==> src/logic/pssi_pkg.sv <==
// constants for the port status summary and event interrupt block
package pssi_pkg;

  // ----------------------------------------------------------------
  // register addresses in the management space
  // ----------------------------------------------------------------
  localparam logic [4:0] PSSI_ADDR_SUMMARY = 5'h19;
  localparam logic [4:0] PSSI_ADDR_EVT_CTL = 5'h1A;

  // ----------------------------------------------------------------
  // status_summary field positions
  // ----------------------------------------------------------------
  localparam int PSSI_SUM_AN_DONE = 15;
  localparam int PSSI_SUM_CMPL_ACK = 14;
  localparam int PSSI_SUM_ACK_DET = 13;
  localparam int PSSI_SUM_ABIL_DET = 12;
  localparam int PSSI_SUM_PAUSE = 11;
  localparam int PSSI_SUM_MODE_HI = 10;
  localparam int PSSI_SUM_MODE_LO = 8;
  localparam int PSSI_SUM_PD_FAULT = 7;
  localparam int PSSI_SUM_REM_FAULT = 6;
  localparam int PSSI_SUM_PAGE_RX = 5;
  localparam int PSSI_SUM_LP_AN_ABLE = 4;
  localparam int PSSI_SUM_SPEED = 3;
  localparam int PSSI_SUM_LINK = 2;
  localparam int PSSI_SUM_AN_EN = 1;
  localparam int PSSI_SUM_DUPLEX = 0;

  // ----------------------------------------------------------------
  // event_control_status field positions
  // ----------------------------------------------------------------
  localparam int PSSI_EVT_DUP_LED = 15;
  localparam int PSSI_EVT_MODE_EN = 14;
  localparam int PSSI_EVT_DUP_MASK = 11;
  localparam int PSSI_EVT_SPEED_CHANGE_MASK = 10;
  localparam int PSSI_EVT_LINK_MASK = 9;
  localparam int PSSI_EVT_MASTER = 8;
  localparam int PSSI_EVT_GLOBAL = 4;
  localparam int PSSI_EVT_DUP_CHG = 3;
  localparam int PSSI_EVT_SPD_CHG = 2;
  localparam int PSSI_EVT_LINK_CHG = 1;
  localparam int PSSI_EVT_IRQ_STAT = 0;

  // ----------------------------------------------------------------
  // reset values
  // ----------------------------------------------------------------
  localparam logic PSSI_RST_DUP_LED = 1'b0;
  localparam logic PSSI_RST_MODE_EN = 1'b0;
  localparam logic PSSI_RST_MASK = 1'b1;
  localparam logic PSSI_RST_MASTER = 1'b1;
  localparam logic PSSI_RST_LIVE = 1'b0;
  localparam logic [15:0] PSSI_RST_RDATA = 16'h0000;

  // widths of the two latched-high groups
  localparam int PSSI_SUM_LH_W = 5;
  localparam int PSSI_CHG_W = 3;

endpackage : pssi_pkg

==> src/logic/pssi_evt_latch.sv <==
// bank of latched-high event bits cleared by a register read
`timescale 1ns/1ps
module pssi_evt_latch
  import pssi_pkg::*;
#(
  parameter int W = 3
) (
  input wire logic mclk,
  input wire logic rstn,
  input wire logic [W-1:0] evt,
  input wire logic clr,
  output logic [W-1:0] q
);

  typedef struct packed {
    logic [W-1:0] bits;
  } pssi_lat_s;

  pssi_lat_s st_r;
  pssi_lat_s st_nxt;

  // ----------------------------------------------------------------
  // per-bit latch
  // ----------------------------------------------------------------
  logic [W-1:0] bit_nxt;

  genvar gi;
  generate
    for (gi = 0; gi < W; gi++) begin : g_bit
      // set beats clear so an event in the read cycle survives
      assign bit_nxt[gi] = evt[gi] | (st_r.bits[gi] & ~clr);
    end
  endgenerate

  always_comb begin
    st_nxt = st_r;
    st_nxt.bits = bit_nxt;
  end

  always_ff @(posedge mclk or negedge rstn) begin
    if (!rstn) begin
      st_r <= '0;
    end else begin
      st_r <= st_nxt;
    end
  end

  assign q = st_r.bits;

endmodule : pssi_evt_latch

==> src/logic/pssi_status_irq.sv <==
// status summary and event interrupt registers of one port
`timescale 1ns/1ps
module pssi_status_irq
  import pssi_pkg::*;
(
  input wire logic mclk,
  input wire logic rstn,
  input wire logic mgmt_rd,
  input wire logic mgmt_wr,
  input wire logic [4:0] mgmt_addr,
  input wire logic [15:0] mgmt_wdata,
  output logic [15:0] mgmt_rdata,
  input wire logic an_done,
  input wire logic an_cmpl_ack_evt,
  input wire logic an_ack_det_evt,
  input wire logic an_abil_det,
  input wire logic local_pause,
  input wire logic partner_pause,
  input wire logic [2:0] best_common_mode,
  input wire logic pd_fault_evt,
  input wire logic partner_remote_fault,
  input wire logic page_rx_evt,
  input wire logic partner_an_able,
  input wire logic speed_100,
  input wire logic link_up,
  input wire logic an_enabled,
  input wire logic full_duplex,
  input wire logic other_irq,
  output logic irq_out_n,
  output logic duplex_led_in_stream,
  output logic irq_mode_enable
);

  // ----------------------------------------------------------------
  // state
  // ----------------------------------------------------------------
  typedef struct packed {
    logic link_ll;
    logic prev_dup;
    logic prev_spd;
    logic prev_link;
    logic dup_led;
    logic mode_en;
    logic dup_mask;
    logic speed_change_mask;
    logic link_mask;
    logic master_mask;
    logic irq_n;
    logic [15:0] rdata;
  } pssi_state_s;

  pssi_state_s st_r;
  pssi_state_s st_nxt;

  logic rd_sum;
  logic rd_evt;
  logic wr_evt;
  logic [PSSI_SUM_LH_W-1:0] sum_lh;
  logic [PSSI_CHG_W-1:0] chg;
  logic [PSSI_CHG_W-1:0] chg_evt;
  logic [PSSI_CHG_W-1:0] chg_mask;
  logic irq_stat;
  logic [15:0] sum_word;
  logic [15:0] evt_word;

  assign rd_sum = mgmt_rd && (mgmt_addr == PSSI_ADDR_SUMMARY);
  assign rd_evt = mgmt_rd && (mgmt_addr == PSSI_ADDR_EVT_CTL);
  assign wr_evt = mgmt_wr && (mgmt_addr == PSSI_ADDR_EVT_CTL);

  // ----------------------------------------------------------------
  // latched-high summary events
  // ----------------------------------------------------------------
  // order: complete-ack, ack seen, ability detect, pd fault, page rx
  pssi_evt_latch #(
    .W(PSSI_SUM_LH_W)
  ) u_sum_lh (
    .mclk(mclk),
    .rstn(rstn),
    .evt({an_cmpl_ack_evt, an_ack_det_evt, an_abil_det, pd_fault_evt,
          page_rx_evt}),
    .clr(rd_sum),
    .q(sum_lh)
  );

  // ----------------------------------------------------------------
  // change detection: duplex, speed, link
  // ----------------------------------------------------------------
  assign chg_evt = {full_duplex != st_r.prev_dup,
                    speed_100 != st_r.prev_spd,
                    link_up != st_r.prev_link};

  pssi_evt_latch #(
    .W(PSSI_CHG_W)
  ) u_chg (
    .mclk(mclk),
    .rstn(rstn),
    .evt(chg_evt),
    .clr(rd_evt),
    .q(chg)
  );

  assign chg_mask = {st_r.dup_mask, st_r.speed_change_mask, st_r.link_mask};

  // unmasked change bits only reach the pin in interrupt mode with the master mask clear
  assign irq_stat = st_r.mode_en && !st_r.master_mask
                    && |(chg & ~chg_mask);

  // ----------------------------------------------------------------
  // read words
  // ----------------------------------------------------------------
  always_comb begin
    sum_word = 16'h0000;
    sum_word[PSSI_SUM_AN_DONE] = an_done;
    sum_word[PSSI_SUM_CMPL_ACK] = sum_lh[4];
    sum_word[PSSI_SUM_ACK_DET] = sum_lh[3];
    sum_word[PSSI_SUM_ABIL_DET] = sum_lh[2];
    sum_word[PSSI_SUM_PAUSE] = local_pause & partner_pause;
    sum_word[PSSI_SUM_MODE_HI:PSSI_SUM_MODE_LO] = best_common_mode;
    sum_word[PSSI_SUM_PD_FAULT] = sum_lh[1];
    sum_word[PSSI_SUM_REM_FAULT] = partner_remote_fault;
    sum_word[PSSI_SUM_PAGE_RX] = sum_lh[0];
    sum_word[PSSI_SUM_LP_AN_ABLE] = partner_an_able;
    sum_word[PSSI_SUM_SPEED] = speed_100;
    sum_word[PSSI_SUM_LINK] = st_r.link_ll;
    sum_word[PSSI_SUM_AN_EN] = an_enabled;
    sum_word[PSSI_SUM_DUPLEX] = full_duplex;
  end

  // reserved fields read zero
  always_comb begin
    evt_word = 16'h0000;
    evt_word[PSSI_EVT_DUP_LED] = st_r.dup_led;
    evt_word[PSSI_EVT_MODE_EN] = st_r.mode_en;
    evt_word[PSSI_EVT_DUP_MASK] = st_r.dup_mask;
    evt_word[PSSI_EVT_SPEED_CHANGE_MASK] = st_r.speed_change_mask;
    evt_word[PSSI_EVT_LINK_MASK] = st_r.link_mask;
    evt_word[PSSI_EVT_MASTER] = st_r.master_mask;
    evt_word[PSSI_EVT_GLOBAL] = irq_stat | other_irq;
    evt_word[PSSI_EVT_DUP_CHG] = chg[2];
    evt_word[PSSI_EVT_SPD_CHG] = chg[1];
    evt_word[PSSI_EVT_LINK_CHG] = chg[0];
    evt_word[PSSI_EVT_IRQ_STAT] = irq_stat;
  end

  // ----------------------------------------------------------------
  // next state
  // ----------------------------------------------------------------
  always_comb begin
    st_nxt = st_r;
    st_nxt.prev_dup = full_duplex;
    st_nxt.prev_spd = speed_100;
    st_nxt.prev_link = link_up;
    // a read reloads the live level, otherwise any loss sticks
    if (rd_sum) begin
      st_nxt.link_ll = link_up;
    end else begin
      st_nxt.link_ll = st_r.link_ll & link_up;
    end
    if (wr_evt) begin
      st_nxt.dup_led = mgmt_wdata[PSSI_EVT_DUP_LED];
      st_nxt.mode_en = mgmt_wdata[PSSI_EVT_MODE_EN];
      st_nxt.dup_mask = mgmt_wdata[PSSI_EVT_DUP_MASK];
      st_nxt.speed_change_mask = mgmt_wdata[PSSI_EVT_SPEED_CHANGE_MASK];
      st_nxt.link_mask = mgmt_wdata[PSSI_EVT_LINK_MASK];
      st_nxt.master_mask = mgmt_wdata[PSSI_EVT_MASTER];
    end
    // pin lags the status bit by one edge so it comes from a flop
    st_nxt.irq_n = ~irq_stat;
    if (rd_sum) begin
      st_nxt.rdata = sum_word;
    end else if (rd_evt) begin
      st_nxt.rdata = evt_word;
    end else if (mgmt_rd) begin
      st_nxt.rdata = 16'h0000;
    end
  end

  always_ff @(posedge mclk or negedge rstn) begin
    if (!rstn) begin
      st_r.link_ll <= PSSI_RST_LIVE;
      st_r.prev_dup <= PSSI_RST_LIVE;
      st_r.prev_spd <= PSSI_RST_LIVE;
      st_r.prev_link <= PSSI_RST_LIVE;
      st_r.dup_led <= PSSI_RST_DUP_LED;
      st_r.mode_en <= PSSI_RST_MODE_EN;
      st_r.dup_mask <= PSSI_RST_MASK;
      st_r.speed_change_mask <= PSSI_RST_MASK;
      st_r.link_mask <= PSSI_RST_MASK;
      st_r.master_mask <= PSSI_RST_MASTER;
      st_r.irq_n <= 1'b1;
      st_r.rdata <= PSSI_RST_RDATA;
    end else begin
      st_r <= st_nxt;
    end
  end

  assign mgmt_rdata = st_r.rdata;
  assign irq_out_n = st_r.irq_n;
  assign duplex_led_in_stream = st_r.dup_led;
  assign irq_mode_enable = st_r.mode_en;

  // ----------------------------------------------------------------
  // checks
  // ----------------------------------------------------------------
  a_sum_readback: assert property (
    @(posedge mclk) disable iff (!rstn)
    rd_sum |=> mgmt_rdata == $past(sum_word))
    else $error("summary read data mismatch");

  a_pause_and: assert property (
    @(posedge mclk) disable iff (!rstn)
    rd_sum |=> mgmt_rdata[PSSI_SUM_PAUSE]
      == $past(local_pause && partner_pause))
    else $error("pause bit not the and of both ends");

  a_link_low_held: assert property (
    @(posedge mclk) disable iff (!rstn)
    (!link_up && !rd_sum) ##1 (link_up && !rd_sum)[*2]
      |-> !st_r.link_ll)
    else $error("link loss not held until read");

  a_link_read_live: assert property (
    @(posedge mclk) disable iff (!rstn)
    rd_sum |=> st_r.link_ll == $past(link_up))
    else $error("link bit not live after read");

  a_change_latch: assert property (
    @(posedge mclk) disable iff (!rstn)
    (link_up != $past(link_up)) ##1 (!rd_evt)[*3] |-> chg[0])
    else $error("link change not held");

  a_read_clears: assert property (
    @(posedge mclk) disable iff (!rstn)
    (rd_evt && chg_evt == 3'h0) |=> chg == 3'h0)
    else $error("read did not clear change bits");

  a_master_silent: assert property (
    @(posedge mclk) disable iff (!rstn)
    $past(st_r.master_mask) |-> irq_out_n)
    else $error("interrupt while master mask set");

  a_pin_follows: assert property (
    @(posedge mclk) disable iff (!rstn)
    irq_stat |=> !irq_out_n)
    else $error("pin not driven low for pending status");

  a_mask_write: assert property (
    @(posedge mclk) disable iff (!rstn)
    wr_evt |=> st_r.link_mask == $past(mgmt_wdata[PSSI_EVT_LINK_MASK])
      && st_r.dup_mask == $past(mgmt_wdata[PSSI_EVT_DUP_MASK]))
    else $error("mask write not taken");

  a_led_mode: assert property (
    @(posedge mclk) disable iff (!rstn)
    wr_evt ##1 !wr_evt |-> duplex_led_in_stream
      == $past(mgmt_wdata[PSSI_EVT_DUP_LED]))
    else $error("duplex led flag lost");

  a_global_flag: assert property (
    @(posedge mclk) disable iff (!rstn)
    (other_irq && rd_evt) |=> mgmt_rdata[PSSI_EVT_GLOBAL])
    else $error("global pending flag missing");

  a_done_read: assert property (
    @(posedge mclk) disable iff (!rstn)
    rd_sum |=> mgmt_rdata[PSSI_SUM_AN_DONE] == $past(an_done))
    else $error("negotiation done bit wrong on read");

  a_mode_read: assert property (
    @(posedge mclk) disable iff (!rstn)
    rd_sum |=> mgmt_rdata[PSSI_SUM_MODE_HI:PSSI_SUM_MODE_LO]
      == $past(best_common_mode))
    else $error("common mode field wrong on read");

  a_cmpl_ack_held: assert property (
    @(posedge mclk) disable iff (!rstn)
    an_cmpl_ack_evt |=> sum_lh[4])
    else $error("complete-ack event not latched");

  a_pd_fault_held: assert property (
    @(posedge mclk) disable iff (!rstn)
    pd_fault_evt |=> sum_lh[1])
    else $error("parallel detect fault not latched");

  a_page_held: assert property (
    @(posedge mclk) disable iff (!rstn)
    page_rx_evt |=> sum_lh[0])
    else $error("page received not latched");

  a_page_clear: assert property (
    @(posedge mclk) disable iff (!rstn)
    (rd_sum && !page_rx_evt) |=> !sum_lh[0])
    else $error("page received not cleared by read");

  a_remote_read: assert property (
    @(posedge mclk) disable iff (!rstn)
    rd_sum |=> mgmt_rdata[PSSI_SUM_REM_FAULT] == $past(partner_remote_fault))
    else $error("far-end fault bit wrong on read");

  a_able_read: assert property (
    @(posedge mclk) disable iff (!rstn)
    rd_sum |=> mgmt_rdata[PSSI_SUM_LP_AN_ABLE] == $past(partner_an_able))
    else $error("partner able bit wrong on read");

  a_speed_read: assert property (
    @(posedge mclk) disable iff (!rstn)
    rd_sum |=> mgmt_rdata[PSSI_SUM_SPEED] == $past(speed_100)
      && mgmt_rdata[PSSI_SUM_DUPLEX] == $past(full_duplex))
    else $error("speed or duplex bit wrong on read");

  a_mode_en_write: assert property (
    @(posedge mclk) disable iff (!rstn)
    wr_evt |=> irq_mode_enable == $past(mgmt_wdata[PSSI_EVT_MODE_EN]))
    else $error("interrupt mode write not taken");

  a_master_write: assert property (
    @(posedge mclk) disable iff (!rstn)
    wr_evt |=> st_r.master_mask == $past(mgmt_wdata[PSSI_EVT_MASTER]))
    else $error("master mask write not taken");

  a_pin_release: assert property (
    @(posedge mclk) disable iff (!rstn)
    (rd_evt && chg_evt == 3'h0) |-> ##2 irq_out_n)
    else $error("pin not released after read");

  a_unmapped_zero: assert property (
    @(posedge mclk) disable iff (!rstn)
    (mgmt_rd && !rd_sum && !rd_evt) |=> mgmt_rdata == 16'h0000)
    else $error("unmapped read not zero");

  a_rdata_hold: assert property (
    @(posedge mclk) disable iff (!rstn)
    !mgmt_rd |=> $stable(mgmt_rdata))
    else $error("read data moved without a read");

endmodule : pssi_status_irq

==> config.mk <==
export PLATFORM = sky130hd
export DESIGN_NAME = pssi_status_irq
export DESIGN_NICKNAME = d
export VERILOG_FILES = /design/src/logic/pssi_pkg.sv /design/src/logic/pssi_evt_latch.sv /design/src/logic/pssi_status_irq.sv
export SDC_FILE = /design/constraint.sdc
export NUM_CORES = 1
export LEC_CHECK = 0
export ABC_AREA = 1
export BUFFER_PORTS_ARGS = -buffer_cell sky130_fd_sc_hd__buf_2
export CAP_MARGIN = 40
export CORE_MARGIN = 4
export CORE_UTILIZATION = 51
export CTS_CLUSTER_SIZE = 10
export DETAILED_ROUTE_END_ITERATION = 8
export PLACE_DENSITY = 0.88
export SETUP_SLACK_MARGIN = 0.2
export SYNTH_ARGS = -nofsm -noshare
export SYNTH_HDL_FRONTEND = slang
export SYNTH_SLANG_ARGS = --single-unit
==> constraint.sdc <==
create_clock -name mclk -period 2.6 [get_ports mclk]
set_input_delay 0.52 -clock mclk [delete_from_list [all_inputs] [get_ports mclk]]
set_output_delay 0.52 -clock mclk [all_outputs]
set_load 0.05 [all_outputs]
Yosys cells after proc, flatten, opt, wreduce, memory -nomap -nowiden --
Index checks and enable logic that the tools add are counted.
Storage, ports and cells: input bits 43, register bits 35, output and inout port bits 19, word-level logic and storage cells 55
Operators by class: bitwise gates (word level) 24, mux-type cells 4, eq/ne operators 5, reduce and logical (&&, ||, !) cells 8
Operators with widths (count):
- two-way mux 16 bit | 3
- AND 1 bit | 10
- == test 5 bit, second input constant | 2
- OR 1 bit | 9
- logical AND 1 bit | 5
- AND 3 bit | 1
- inequality test 1 bit | 3
- inverter 1 bit | 3
- inverter 3 bit | 1
- nonzero test 3 bit | 1
- OR reduction 3 bit | 1
- zero test 1 bit | 1
- two-way mux 1 bit | 1

Longest topological paths before layout --
Gate-level depths: netlist (run 1).
depth in word-level cells 7, mapped depth 7, depth with buffers taken out 7

Hierarchy --
A second synthesis (run 1) with hierarchy kept.
Second synthesis, totals: cells, all modules 184, area total of the unflattened synthesis 1592.8 µm²
Modules (own cells, without submodules):
- pssi_status_irq | seq. area each 681.9 µm², cells each 150, times used 1, area an instance 1295.0 µm²
- pssi_evt_latch at u_sum_lh | seq. area each 125.1 µm², cells each 21, times used 1, area an instance 185.2 µm²
- pssi_evt_latch at u_chg | seq. area each 75.1 µm², cells each 13, times used 1, area an instance 112.6 µm²

Worst setup path before layout (run 1) --
Ideal clock, no wire load.
path type input to register, start input mgmt_addr[2], end register st_r (netlist bit mgmt_rdata[0]), stages on the path 6, library setup time 0.067 ns, setup slack 1.300 ns, data required time 2.533 ns, path buffers 1, data arrival time 1.233 ns, path through inv_2 nand2_2 nor3_4 buf_6 nand2_1 nand3_2
On the way: longest elaborated chain between the ends 4, elaborated cells between the ends (all ways) 7, classes of those cells eq/ne: 2; mux: 2; reduce/logical: 3
Ends and longest elaborated chain:
- start, declared | line pssi_status_irq.sv:10 | input wire logic [4:0] mgmt_addr,
- == test 5 bit | line pssi_status_irq.sv:67 | assign rd_evt = mgmt_rd && (mgmt_addr == PSSI_ADDR_EVT_CTL);
- logical AND 1 bit | line pssi_status_irq.sv:67
- two-way mux 16 bit | line pssi_status_irq.sv:171 | end else if (rd_evt) begin
- two-way mux 16 bit | line pssi_status_irq.sv:169 | if (rd_sum) begin
- end signal, assigned | line pssi_status_irq.sv:193 | st_r <= st_nxt;
- end, declared | line pssi_status_irq.sv:52 | pssi_state_s st_r;
Several ways; a longest one is shown, not always the timed one. A chain may end at the register's enable or synchronous reset.

Worst setup path in the final report (run 1) --
start register st_r (netlist bit irq_out_n), end output irq_out_n
RTL lines:
- end, declared | line pssi_status_irq.sv:29 | output logic irq_out_n,
No word-level cell between the ends.

==> flow_metrics.py, run 1 <==
metrics = {
    "outcome": {
        "status": "complete, no violations",
    },
    "sta": {
        "tightestPinTransition_ps": 745,
        "slew_viol_final": 0,
        "hold_violations": 0,
        "whs_ps": 228,
        "final.setup.worst_slack_ps": 964,
        "fin_crit_sh_pct": 62.9,
        "skew_ps": 9.13,
        "rsz0062_at_grt": "false",
        "max_freq_mhz": 611,
        "tns_ps": 0,
        "setup_viol": 0,
        "period_minus_slack_ps": 1640,
        "maxSlewHeadroom_pct": 50.3,
    },
    "finish": {
        "fin_area_mm2": 0.00183,
        "syn2layout_area_growth_pct": 14.6,
        "diodes": 0,
        "fin_nets": 253,
        "final_cells": 255,
        "drive_gt1_share_pct": 35.5,
        "finish.utilization_pct": 60.5,
    },
    "worst_hold_path": {
        "worstHoldPathType": "in -> async",
    },
    "placed_design": {
        "placed_area_mm2": 0.00175,
        "port_buffers": 51,
        "dp_slack_ps": 714,
        "routabilityCongestion": 0.731,
        "dpl.cell_count": 247,
        "dp_hpwl_um": 2140,
    },
    "route": {
        "drc": 0,
        "drtIter0Drc": 26,
        "routed_via_density": 4.57,
        "ant_nets": 0,
        "drt_pass1_iterations": 4,
        "via_count": 1166,
        "drt_wl_total_um": 2940,
        "wire_per_inst_um": 11.5,
    },
    "critical_path": {
        "critPathCaptureType": "output port",
        "crit_required_ps": 2080,
        "worstPathArrival_ps": 1120,
        "crit_path_end": "irq_out_n",
        "crit_path_start": "irq_out_n",
        "rr_startpoint": "chg_mask[0]",
        "crit_path_start_kind": "flip-flop",
        "ff2ff_setup_slack_ps": 1510,
        "r2r_cells": 7,
        "critical_path_buf_inv_count": 1,
        "slowest_delay_ps": 530,
        "cp_top_family": "flip-flops",
        "crit_path_top_delay_cell": "dfstp_2",
        "cp.depth": 1,
        "criticalPathCategory": "reg -> out",
        "reg2reg_to": "mgmt_rdata[4]",
        "path_max_fanout": 1,
        "path_cells": "buf_2",
    },
    "synth": {
        "synth.most_common_cell": "nand2_1",
        "ys_types": 18,
        "synth_top_area_share_pct": 46.9,
        "async_reset_ff_share_pct": 100,
        "syn_inst": 171,
        "syn_area_per_cell_um2": 9.35,
        "yosys-top-cells-area": "dfrtp_1 47%, nand2_1 13%, dfstp_2 8.2%",
        "synth_seq_area_share_pct": 55.2,
        "synthTopCellsByCount": "57 x nand2_1, 30 x dfrtp_1, 16 x buf_4, 16 x inv_1, 13 x o21ai_0",
        "synthesis.nets": 214,
        "synth_seq_cells": 35,
        "synth-main-ff-cell": "dfrtp_1",
        "synth-edff-count": 0,
        "ys_warn_count": 0,
        "syn_area_mm2": 0.00160,
        "yosysTopAreaCell": "dfrtp_1",
    },
    "clock_tree": {
        "clock-root-buffer": "clkbuf_4",
        "insertion_delay_ps": 340,
        "tritoncts": "done",
        "cts_resized": 0,
        "post_cts_buffers": 0,
        "clkSinkCount": 35,
        "htree_levels": 2,
        "postCtsHoldBufs": 0,
        "cts-buffers-inserted": 5,
        "clock_path_buffers": 2,
        "clk_pin_slew_ps": 110,
    },
    "die": {
        "die_w_um": 64.0,
        "dieHeight_um": 64.0,
        "fp.coreArea_mm2": 0.00303,
        "ioPinCount": 62,
        "placementRows": 20,
        "initial_core_util_pct": 52.8,
        "dieArea_mm2": 0.00410,
    },
    "pwr": {
        "power_frac_seq_pct": 51.9,
        "internal_power_mw": 0.850,
        "peakVddDrop_mv": 0.327,
        "p_comb_share_pct": 15.7,
        "power.switching_mw": 0.331,
        "pwr-share-clk_pct": 32.4,
        "p_per_area_mw_per_mm2": 644,
        "switching_share_pct": 28.0,
        "fin_total_pwr_mw": 1.18,
        "p_leak_nw": 1.06,
    },
    "global_routing": {
        "grt_pass1_wl_um": 5020,
        "antenna_found_initial": 0,
        "grt_overflow": 0,
        "grtUsageTotal_pct": 16.0,
        "grt_util_met1_pct": 19.9,
        "busiest_layer": "met2",
        "grt_pass1_vias": 1171,
        "grtUsageMet2_pct": 25.2,
        "grt_use_met3_pct": 4.92,
        "grt_start_max_net_pins": 36,
    },
    "run": {
        "drv_cap": 0,
    },
}
[sequential cells by signal (all words and copies together), names as in the netlist]
| signal | cells |
|---|---|
| st_r | 4 |
| u_sum_lh.q | 5 |
| u_chg.q | 3 |
| chg_mask | 3 |
| mgmt_rdata | 16 |
| irq_mode_enable | 1 |
| irq_out_n | 1 |
| evt_word | 1 |
| duplex_led_in_stream | 1 |
[kinds of logic after synthesis]
family,Yosys count,share of synthesized area (%)
AND/OR/NAND/NOR,77,22.6
flip-flops,35,55.2
XOR/XNOR,3,1.64
buffers and inverters,38,14.2
AO/OA/AOI/OAI,18,6.42
[layout make-up]
| class | count | area (µm²) |
|---|---|---|
| clock inverter | 2 | 37.5 |
| multi-input combinational | 98 | 490 |
| inverter | 19 | 71.3 |
| timing repair buffer | 51 | 255 |
| clock buffer | 6 | 41.3 |
| tap | 44 | 55.1 |
| sequential | 35 | 882 |
| fill | 294 | 1190 |
[power by group through the flow]
stage	Combinational, mW	Sequential (mW)	Clock, mW
2_1_floorplan	0.0915	0.661	0
3_3_place_gp	0.186	0.622	0
3_5_place_dp	0.188	0.623	0
4_1_cts	0.189	0.613	0.395
5_1_grt	0.204	0.618	0.418
6_report	0.186	0.613	0.382
[how the worst min path moves through the flow]
stage | end | slack, ps | depth (start not counted)
CTS | mgmt_rdata[5] | 240 | 1
global placement | mgmt_rdata[6] | 460 | 2
floorplan | duplex_led_in_stream | 220 | 0
detailed placement | mgmt_rdata[6] | 460 | 2
global route | u_sum_lh.q[3] | 270 | 1
finish | mgmt_rdata[5] | 230 | 1
[layout by cell type (no fill, tap or decap)]
master / n
o21bai_1: 4
nand2_1: 57
bufinv_16: 1
dfstp_2: 5
inv_2: 3
clkbuf_1: 1
nand2_2: 1
nand3_1: 9
dfrtp_1: 30
clkinvlp_4: 1
o21ai_0: 13
nand3_2: 5
clkbuf_4: 5
xnor2_1: 3
nor2_1: 2
nor3_4: 2
o21a_1: 1
inv_1: 16
buf_2: 51
nor2_2: 1
[metal layers]
| layer | vias to the layer above | part of all wire (%) |
|---|---|---|
| li1 | 593 | - |
| met1 | 525 | 43 |
| met2 | 40 | 48 |
| met3 | 8 | 7.3 |
| met4 | 0 | 2.3 |
| met5 | - | 0 |
Power figures use the tool's default switching activity.
==> run 2: changes to the inputs <==
Settings changed: ABC_AREA 1 to 0, CORE_UTILIZATION 51 to 43, PLACE_DENSITY 0.88 to 0.8.
Clock period 2.6 ns to 1.5 ns, I/O delays scaled along.
==> run 2 against run 1 <==
Largest power group unchanged. Sequential share of layout area shrank 2.0 points. Critical path depth grew 3. Routed wire length grew 7.3%. Register-to-register slack lost 1300 ps.
==> flow_metrics.py, run 2 <==
metrics = {
    "outcome": {
        "status": "complete, no violations",
    },
    "sta": {
        "period_minus_slack_ps": 1330,
        "tns_ps": 0,
        "fin_crit_sh_pct": 88.6,
        "rsz0062_at_grt": "true",
        "setup_viol": 0,
        "skew_ps": 9.30,
        "maxSlewHeadroom_pct": 70.5,
        "tightestPinTransition_ps": 443,
        "max_freq_mhz": 753,
        "whs_ps": 165,
        "hold_violations": 0,
        "slew_viol_final": 0,
    },
    "clock_tree": {
        "tritoncts": "done",
        "clk_pin_slew_ps": 70,
        "post_cts_buffers": 0,
        "cts-buffers-inserted": 5,
        "clock-root-buffer": "clkbuf_8",
        "clock_path_buffers": 2,
        "htree_levels": 2,
        "clkSinkCount": 35,
        "insertion_delay_ps": 280,
    },
    "synth": {
        "synthesis.nets": 172,
        "ys_types": 28,
        "syn_inst": 129,
        "yosysTopAreaCell": "dfrtp_1",
        "synthTopCellsByCount": "30 x dfrtp_1, 17 x buf_4, 15 x inv_1",
        "async_reset_ff_share_pct": 100,
        "synth_seq_cells": 35,
        "synthMuxAreaShare_pct": 3.59,
        "synth_top_area_share_pct": 47.8,
        "syn_area_per_cell_um2": 12.2,
        "synth.most_common_cell": "dfrtp_1",
        "synth-simple-area-share_pct": 5.18,
        "synth_xor_area_share_pct": 1.67,
        "synth_top_family_by_area": "compound AO/OA/AOI/OAI gates",
        "ys_warn_count": 0,
        "synth_seq_area_share_pct": 56.2,
        "yosys.area_share.adder_pct": 0,
        "synth-compound-area-share_pct": 18.6,
        "syn_area_mm2": 0.00157,
        "synth-main-ff-cell": "dfrtp_1",
        "yosys-top-cells-area": "dfrtp_1 48%, dfstp_2 8.4%, buf_4 8.1%",
        "synth-edff-count": 0,
    },
    "die": {
        "dieArea_mm2": 0.00468,
        "initial_core_util_pct": 45.6,
        "ioPinCount": 62,
        "fp.coreArea_mm2": 0.00344,
        "placementRows": 21,
        "dieHeight_um": 68.4,
        "die_w_um": 68.4,
    },
    "critical_path": {
        "slowest_delay_ps": 550,
        "crit_path_top_delay_cell": "dfstp_2",
        "ff2ff_setup_slack_ps": 170,
        "r2r_cells": 4,
        "critical_path_buf_inv_count": 0,
        "crit_required_ps": 1660,
        "worstPathArrival_ps": 1490,
        "rr_startpoint": "chg_mask[1]",
        "critPathCaptureType": "flip-flop",
        "crit_path_start_kind": "flip-flop",
        "path_cells": "nand2b_4 -> a311oi_2 -> o21a_1 -> a221o_1",
        "cp_top_family": "flip-flops",
        "reg2reg_to": "mgmt_rdata[4]",
        "cp.depth": 4,
        "path_max_fanout": 3,
        "criticalPathCategory": "reg -> reg",
    },
    "route": {
        "ant_nets": 0,
        "via_count": 1099,
        "drc": 0,
        "drt_wl_total_um": 3150,
        "drt_pass1_iterations": 4,
        "routed_via_density": 4.95,
        "drtIter0Drc": 24,
        "wire_per_inst_um": 14.2,
    },
    "finish": {
        "drive_gt1_share_pct": 48.3,
        "fin_area_mm2": 0.00192,
        "syn2layout_area_growth_pct": 22.0,
        "largest_register_ffs": 16,
        "diodes": 0,
        "mostFrequentLayoutCell": "buf_2",
        "fin_nets": 218,
        "final_cell_mix": "50 x buf_2, 29 x dfrtp_1, 15 x inv_1",
    },
    "worst_hold_path": {
        "worstHoldPathCells": 1,
        "hp-start": "link_up",
        "hold_end": "st_r[23]",
        "worstHoldPathType": "in -> reg",
    },
    "run": {
        "drv_cap": 0,
    },
    "pwr": {
        "p_per_area_mw_per_mm2": 1120,
        "fin_total_pwr_mw": 2.15,
        "peakVddDrop_mv": 0.549,
        "p_leak_nw": 0.955,
    },
    "placed_design": {
        "dp_hpwl_um": 2530,
        "placed_area_mm2": 0.00178,
        "routabilityCongestion": 0.789,
        "port_buffers": 51,
    },
    "global_routing": {
        "grt_pass1_vias": 1078,
        "antenna_found_initial": 0,
        "grt_start_max_net_pins": 21,
        "grtUsageTotal_pct": 14.7,
        "grt_pass1_wl_um": 4960,
        "grt_overflow": 0,
    },
}
-- run 2: cell types whose count changed after synthesis, sizes merged, moves of 5 or more --
cell,previous run,this run
a21o,0,5
a22o,0,5
a22oi,0,9
mux2,0,5
nand2,58,3
nand3,14,0
-- run 2: logic make-up (layout without fill, tap and decap cells) --
| logic type | Yosys count | in the layout |
|---|---|---|
| flip-flops | 35 | 35 |
| buffers and inverters | 37 | 84 |
| AO/OA/AOI/OAI | 37 | 37 |
| AND/OR/NAND/NOR | 12 | 12 |
| XOR/XNOR | 3 | 3 |
| multiplexers | 5 | 5 |
-- run 2: per-stage QoR --
| step | util, % | cells | setup slack (ps) |
|---|---|---|---|
| detailed placement | 51.6 | 213 | 52.0 |
| global route | 55.7 | 222 | 128 |
| global placement | 51.6 | 213 | 68.6 |
| floorplan | - | 129 | 213 |
| finish | 55.7 | 222 | 171 |
| CTS | 55.1 | 222 | 157 |
-- run 2: where the power goes --
group	switching (mW)	internal [mW]	leakage (nW)
sequential	0.0418	1.02	0.417
combinational	0.209	0.145	0.486
clock	0.306	0.419	0.0515
-- run 2: timing repair --
item,CTS,global route
endpoints found under the setup margin,2,3
hold buffers,1,0
endpoints found under the hold margin,14,0
resized for setup,2,3
-- run 2: metal layers --
layer	up-vias	global-route usage [%]	wire (µm)
li1	513	-	-
met1	538	18.6	1300
met2	41	23.5	1570
met3	7	3.61	212
met4	0	6.70	68
met5	-	0	0
-- run 2: how the worst max path moves through the flow --
stage	slack, ps	end	from
after floorplan	210	duplex_led_in_stream	mgmt_addr[2]
after global placement	70	chg_mask[2]	mgmt_addr[2]
after detailed placement	50	chg_mask[2]	mgmt_addr[2]
after CTS	160	mgmt_rdata[4]	chg_mask[0]
after global routing	130	mgmt_rdata[4]	chg_mask[1]
final	170	mgmt_rdata[4]	chg_mask[1]
-- run 2: layout make-up --
type | instances | area (µm²)
Fill cell | 326 | 1530
Clock buffer | 8 | 100
Multi-Input combinational cell | 57 | 479
Inverter | 15 | 56.3
Tap cell | 46 | 57.6
Sequential cell | 35 | 883
Timing Repair Buffer | 61 | 339
==> run 3: changes to the inputs <==
--- a/config.mk
+++ b/config.mk
@@ -9,5 +9,5 @@
 export BUFFER_PORTS_ARGS = -buffer_cell sky130_fd_sc_hd__buf_2
 export CAP_MARGIN = 40
-export CORE_MARGIN = 4
+export CORE_MARGIN = 1.5
 export CORE_UTILIZATION = 43
 export CTS_CLUSTER_SIZE = 10
==> constraint.sdc (replaced) <==
create_clock -name mclk -period 1.5 [get_ports mclk]
set_input_delay 0.225 -clock mclk [delete_from_list [all_inputs] [get_ports mclk]]
set_output_delay 0.225 -clock mclk [all_outputs]
set_load 0.05 [all_outputs]
==> run 3 against run 2 <==
Clock-buffer cell count unchanged. Setup slack worse by 2.7 ps. Clock skew down 4.9 ps. Global-route usage up 2.1 points. Critical path depth unchanged. Combinational power up 1%. Via count down 2.5%. Cell count down 0.90%. Die area down 14%. Largest cell class unchanged.
==> flow_metrics.py, run 3 (synthesized netlist as in run 2, its figures left out) <==
metrics = {
    "sta": {
        "hold_violations": 0,
        "skew_ps": 4.37,
        "setup_viol": 0,
        "max_freq_mhz": 751,
        "period_minus_slack_ps": 1330,
        "rsz0062_at_grt": "true",
        "slew_viol_final": 0,
        "fin_crit_sh_pct": 88.8,
        "tns_ps": 0,
        "tightestPinTransition_ps": 739,
        "maxSlewHeadroom_pct": 50.7,
    },
    "global_routing": {
        "grt_pass1_vias": 1104,
        "antenna_found_initial": 0,
        "grt_start_max_net_pins": 36,
        "grt_overflow": 0,
        "grtUsageTotal_pct": 16.7,
        "grt_pass1_wl_um": 5150,
    },
    "route": {
        "wire_per_inst_um": 14.1,
        "wl_met2_um": 1560,
        "via_count": 1072,
        "drt-met1-wl_um": 1320,
        "drt_wl_total_um": 3090,
        "routed_via_density": 4.87,
        "drc": 0,
        "drt_pass1_iterations": 4,
        "met3WireLength_um": 159,
        "ant_nets": 0,
        "drtIter0Drc": 39,
        "highest_layer": "met4",
    },
    "clock_tree": {
        "insertion_delay_ps": 330,
        "clkSinkCount": 35,
        "clock_path_buffers": 2,
        "tritoncts": "done",
        "cts-buffers-inserted": 5,
        "clk_pin_slew_ps": 100,
        "clock-root-buffer": "clkbuf_4",
        "htree_levels": 2,
    },
    "finish": {
        "multi_input_area_um2": 472,
        "diodes": 0,
        "fin_area_mm2": 0.00186,
        "largest_register_ffs": 16,
        "mostFrequentLayoutCell": "buf_2",
        "final_cell_mix": "50 x buf_2, 29 x dfrtp_1, 15 x inv_1",
        "fin_nets": 216,
        "final_cells": 220,
        "ff_latch_area_um2": 883,
        "nFillCells": 317,
        "drive_gt1_share_pct": 47.1,
        "syn2layout_area_growth_pct": 18.3,
    },
    "placed_design": {
        "placed_area_mm2": 0.00174,
        "dp_hpwl_um": 2320,
        "dpl.cell_count": 208,
        "routabilityCongestion": 0.770,
        "port_buffers": 51,
    },
    "critical_path": {
        "critPathCaptureType": "flip-flop",
        "slowest_delay_ps": 550,
        "crit_required_ps": 1720,
        "ff2ff_setup_slack_ps": 170,
        "criticalPathCategory": "reg -> reg",
        "path_cells": "nand2b_4 -> a311oi_2 -> o21a_1 -> a221o_1",
        "worstPathArrival_ps": 1550,
        "crit_path_top_delay_cell": "dfstp_2",
        "path_max_fanout": 2,
        "crit_path_start_kind": "flip-flop",
    },
    "pwr": {
        "fin_total_pwr_mw": 1.99,
        "p_comb_share_pct": 18.0,
        "peakVddDrop_mv": 0.633,
        "p_leak_nw": 0.926,
        "power_frac_seq_pct": 53.4,
        "switching_share_pct": 27.4,
        "pwr-share-clk_pct": 28.6,
        "power.switching_mw": 0.547,
        "internal_power_mw": 1.45,
        "p_per_area_mw_per_mm2": 1070,
    },
    "run": {
        "drv_cap": 0,
    },
    "outcome": {
        "status": "complete, no violations",
    },
    "die": {
        "fp.coreArea_mm2": 0.00342,
        "dieHeight_um": 63.4,
        "ioPinCount": 62,
        "placementRows": 21,
        "dieArea_mm2": 0.00402,
        "initial_core_util_pct": 46.0,
        "die_w_um": 63.4,
    },
    "worst_hold_path": {
        "worstHoldPathType": "in -> reg",
    },
}
-- run 3: final cells by class --
class	instances	area share [%]
timing repair buffer	59	17.2
multi-input combinational	57	25.4
tap	46	3.10
clock buffer	8	3.70
sequential	35	47.5
inverter	15	3.03
-- run 3: power groups by stage --
stage / sequential, mW / combinational, mW / clock [mW]
after floorplan: 1.14 / 0.145 / 0
after global placement: 1.08 / 0.305 / 0
after detailed placement: 1.08 / 0.312 / 0
after CTS: 1.06 / 0.344 / 0.582
after global routing: 1.07 / 0.385 / 0.616
final: 1.06 / 0.359 / 0.570
-- run 3: path summary, 6_finish.rpt --
path	from	to	depth (start not counted)
min in group asynchronous	rstn	mgmt_rdata[11]	2
max in group asynchronous	rstn	irq_mode_enable	2
max	chg_mask[1]	mgmt_rdata[4]	4
min reg2reg	u_sum_lh.q[3]	u_sum_lh.q[3]	1
min	speed_100	st_r[24]	1
max reg2reg	chg_mask[1]	mgmt_rdata[4]	4
-- run 3: per-layer routing --
| layer | track usage [%] | up-vias |
|---|---|---|
| met1 | 20.0 | 522 |
| met2 | 28.7 | 36 |
| met3 | 4.46 | 5 |
| met4 | 6.52 | 0 |
| li1 | - | 509 |
| met5 | 0 | - |
-- run 3: stage by stage --
step / hold WS (ps) / util [%] / worst slack (ps)
CTS: 37.2 / 54.0 / 182
floorplan: -70.6 / - / 222
finish: 45.0 / 54.4 / 168
global route: 29.6 / 54.4 / 127
detailed placement: 325 / 50.9 / 27.8
global placement: 314 / 50.9 / 83.1
-- run 3: worst max-delay path: cells and delay by family, from the launching register on --
family	cells	cell delay, ps
flip-flops	1	550
AO/OA/AOI/OAI	3	550
AND/OR/NAND/NOR	1	120
-- run 3: repair_timing --
item | 4_1_cts | 5_1_grt
gates cloned | 0 | 0
endpoints found under the hold margin | 30 | 0
resized for setup | 2 | 1
pin swaps | 1 | 0
setup endpoints to repair | 2 | 2
setup buffers | 2 | 1
hold buffers | 1 | 0
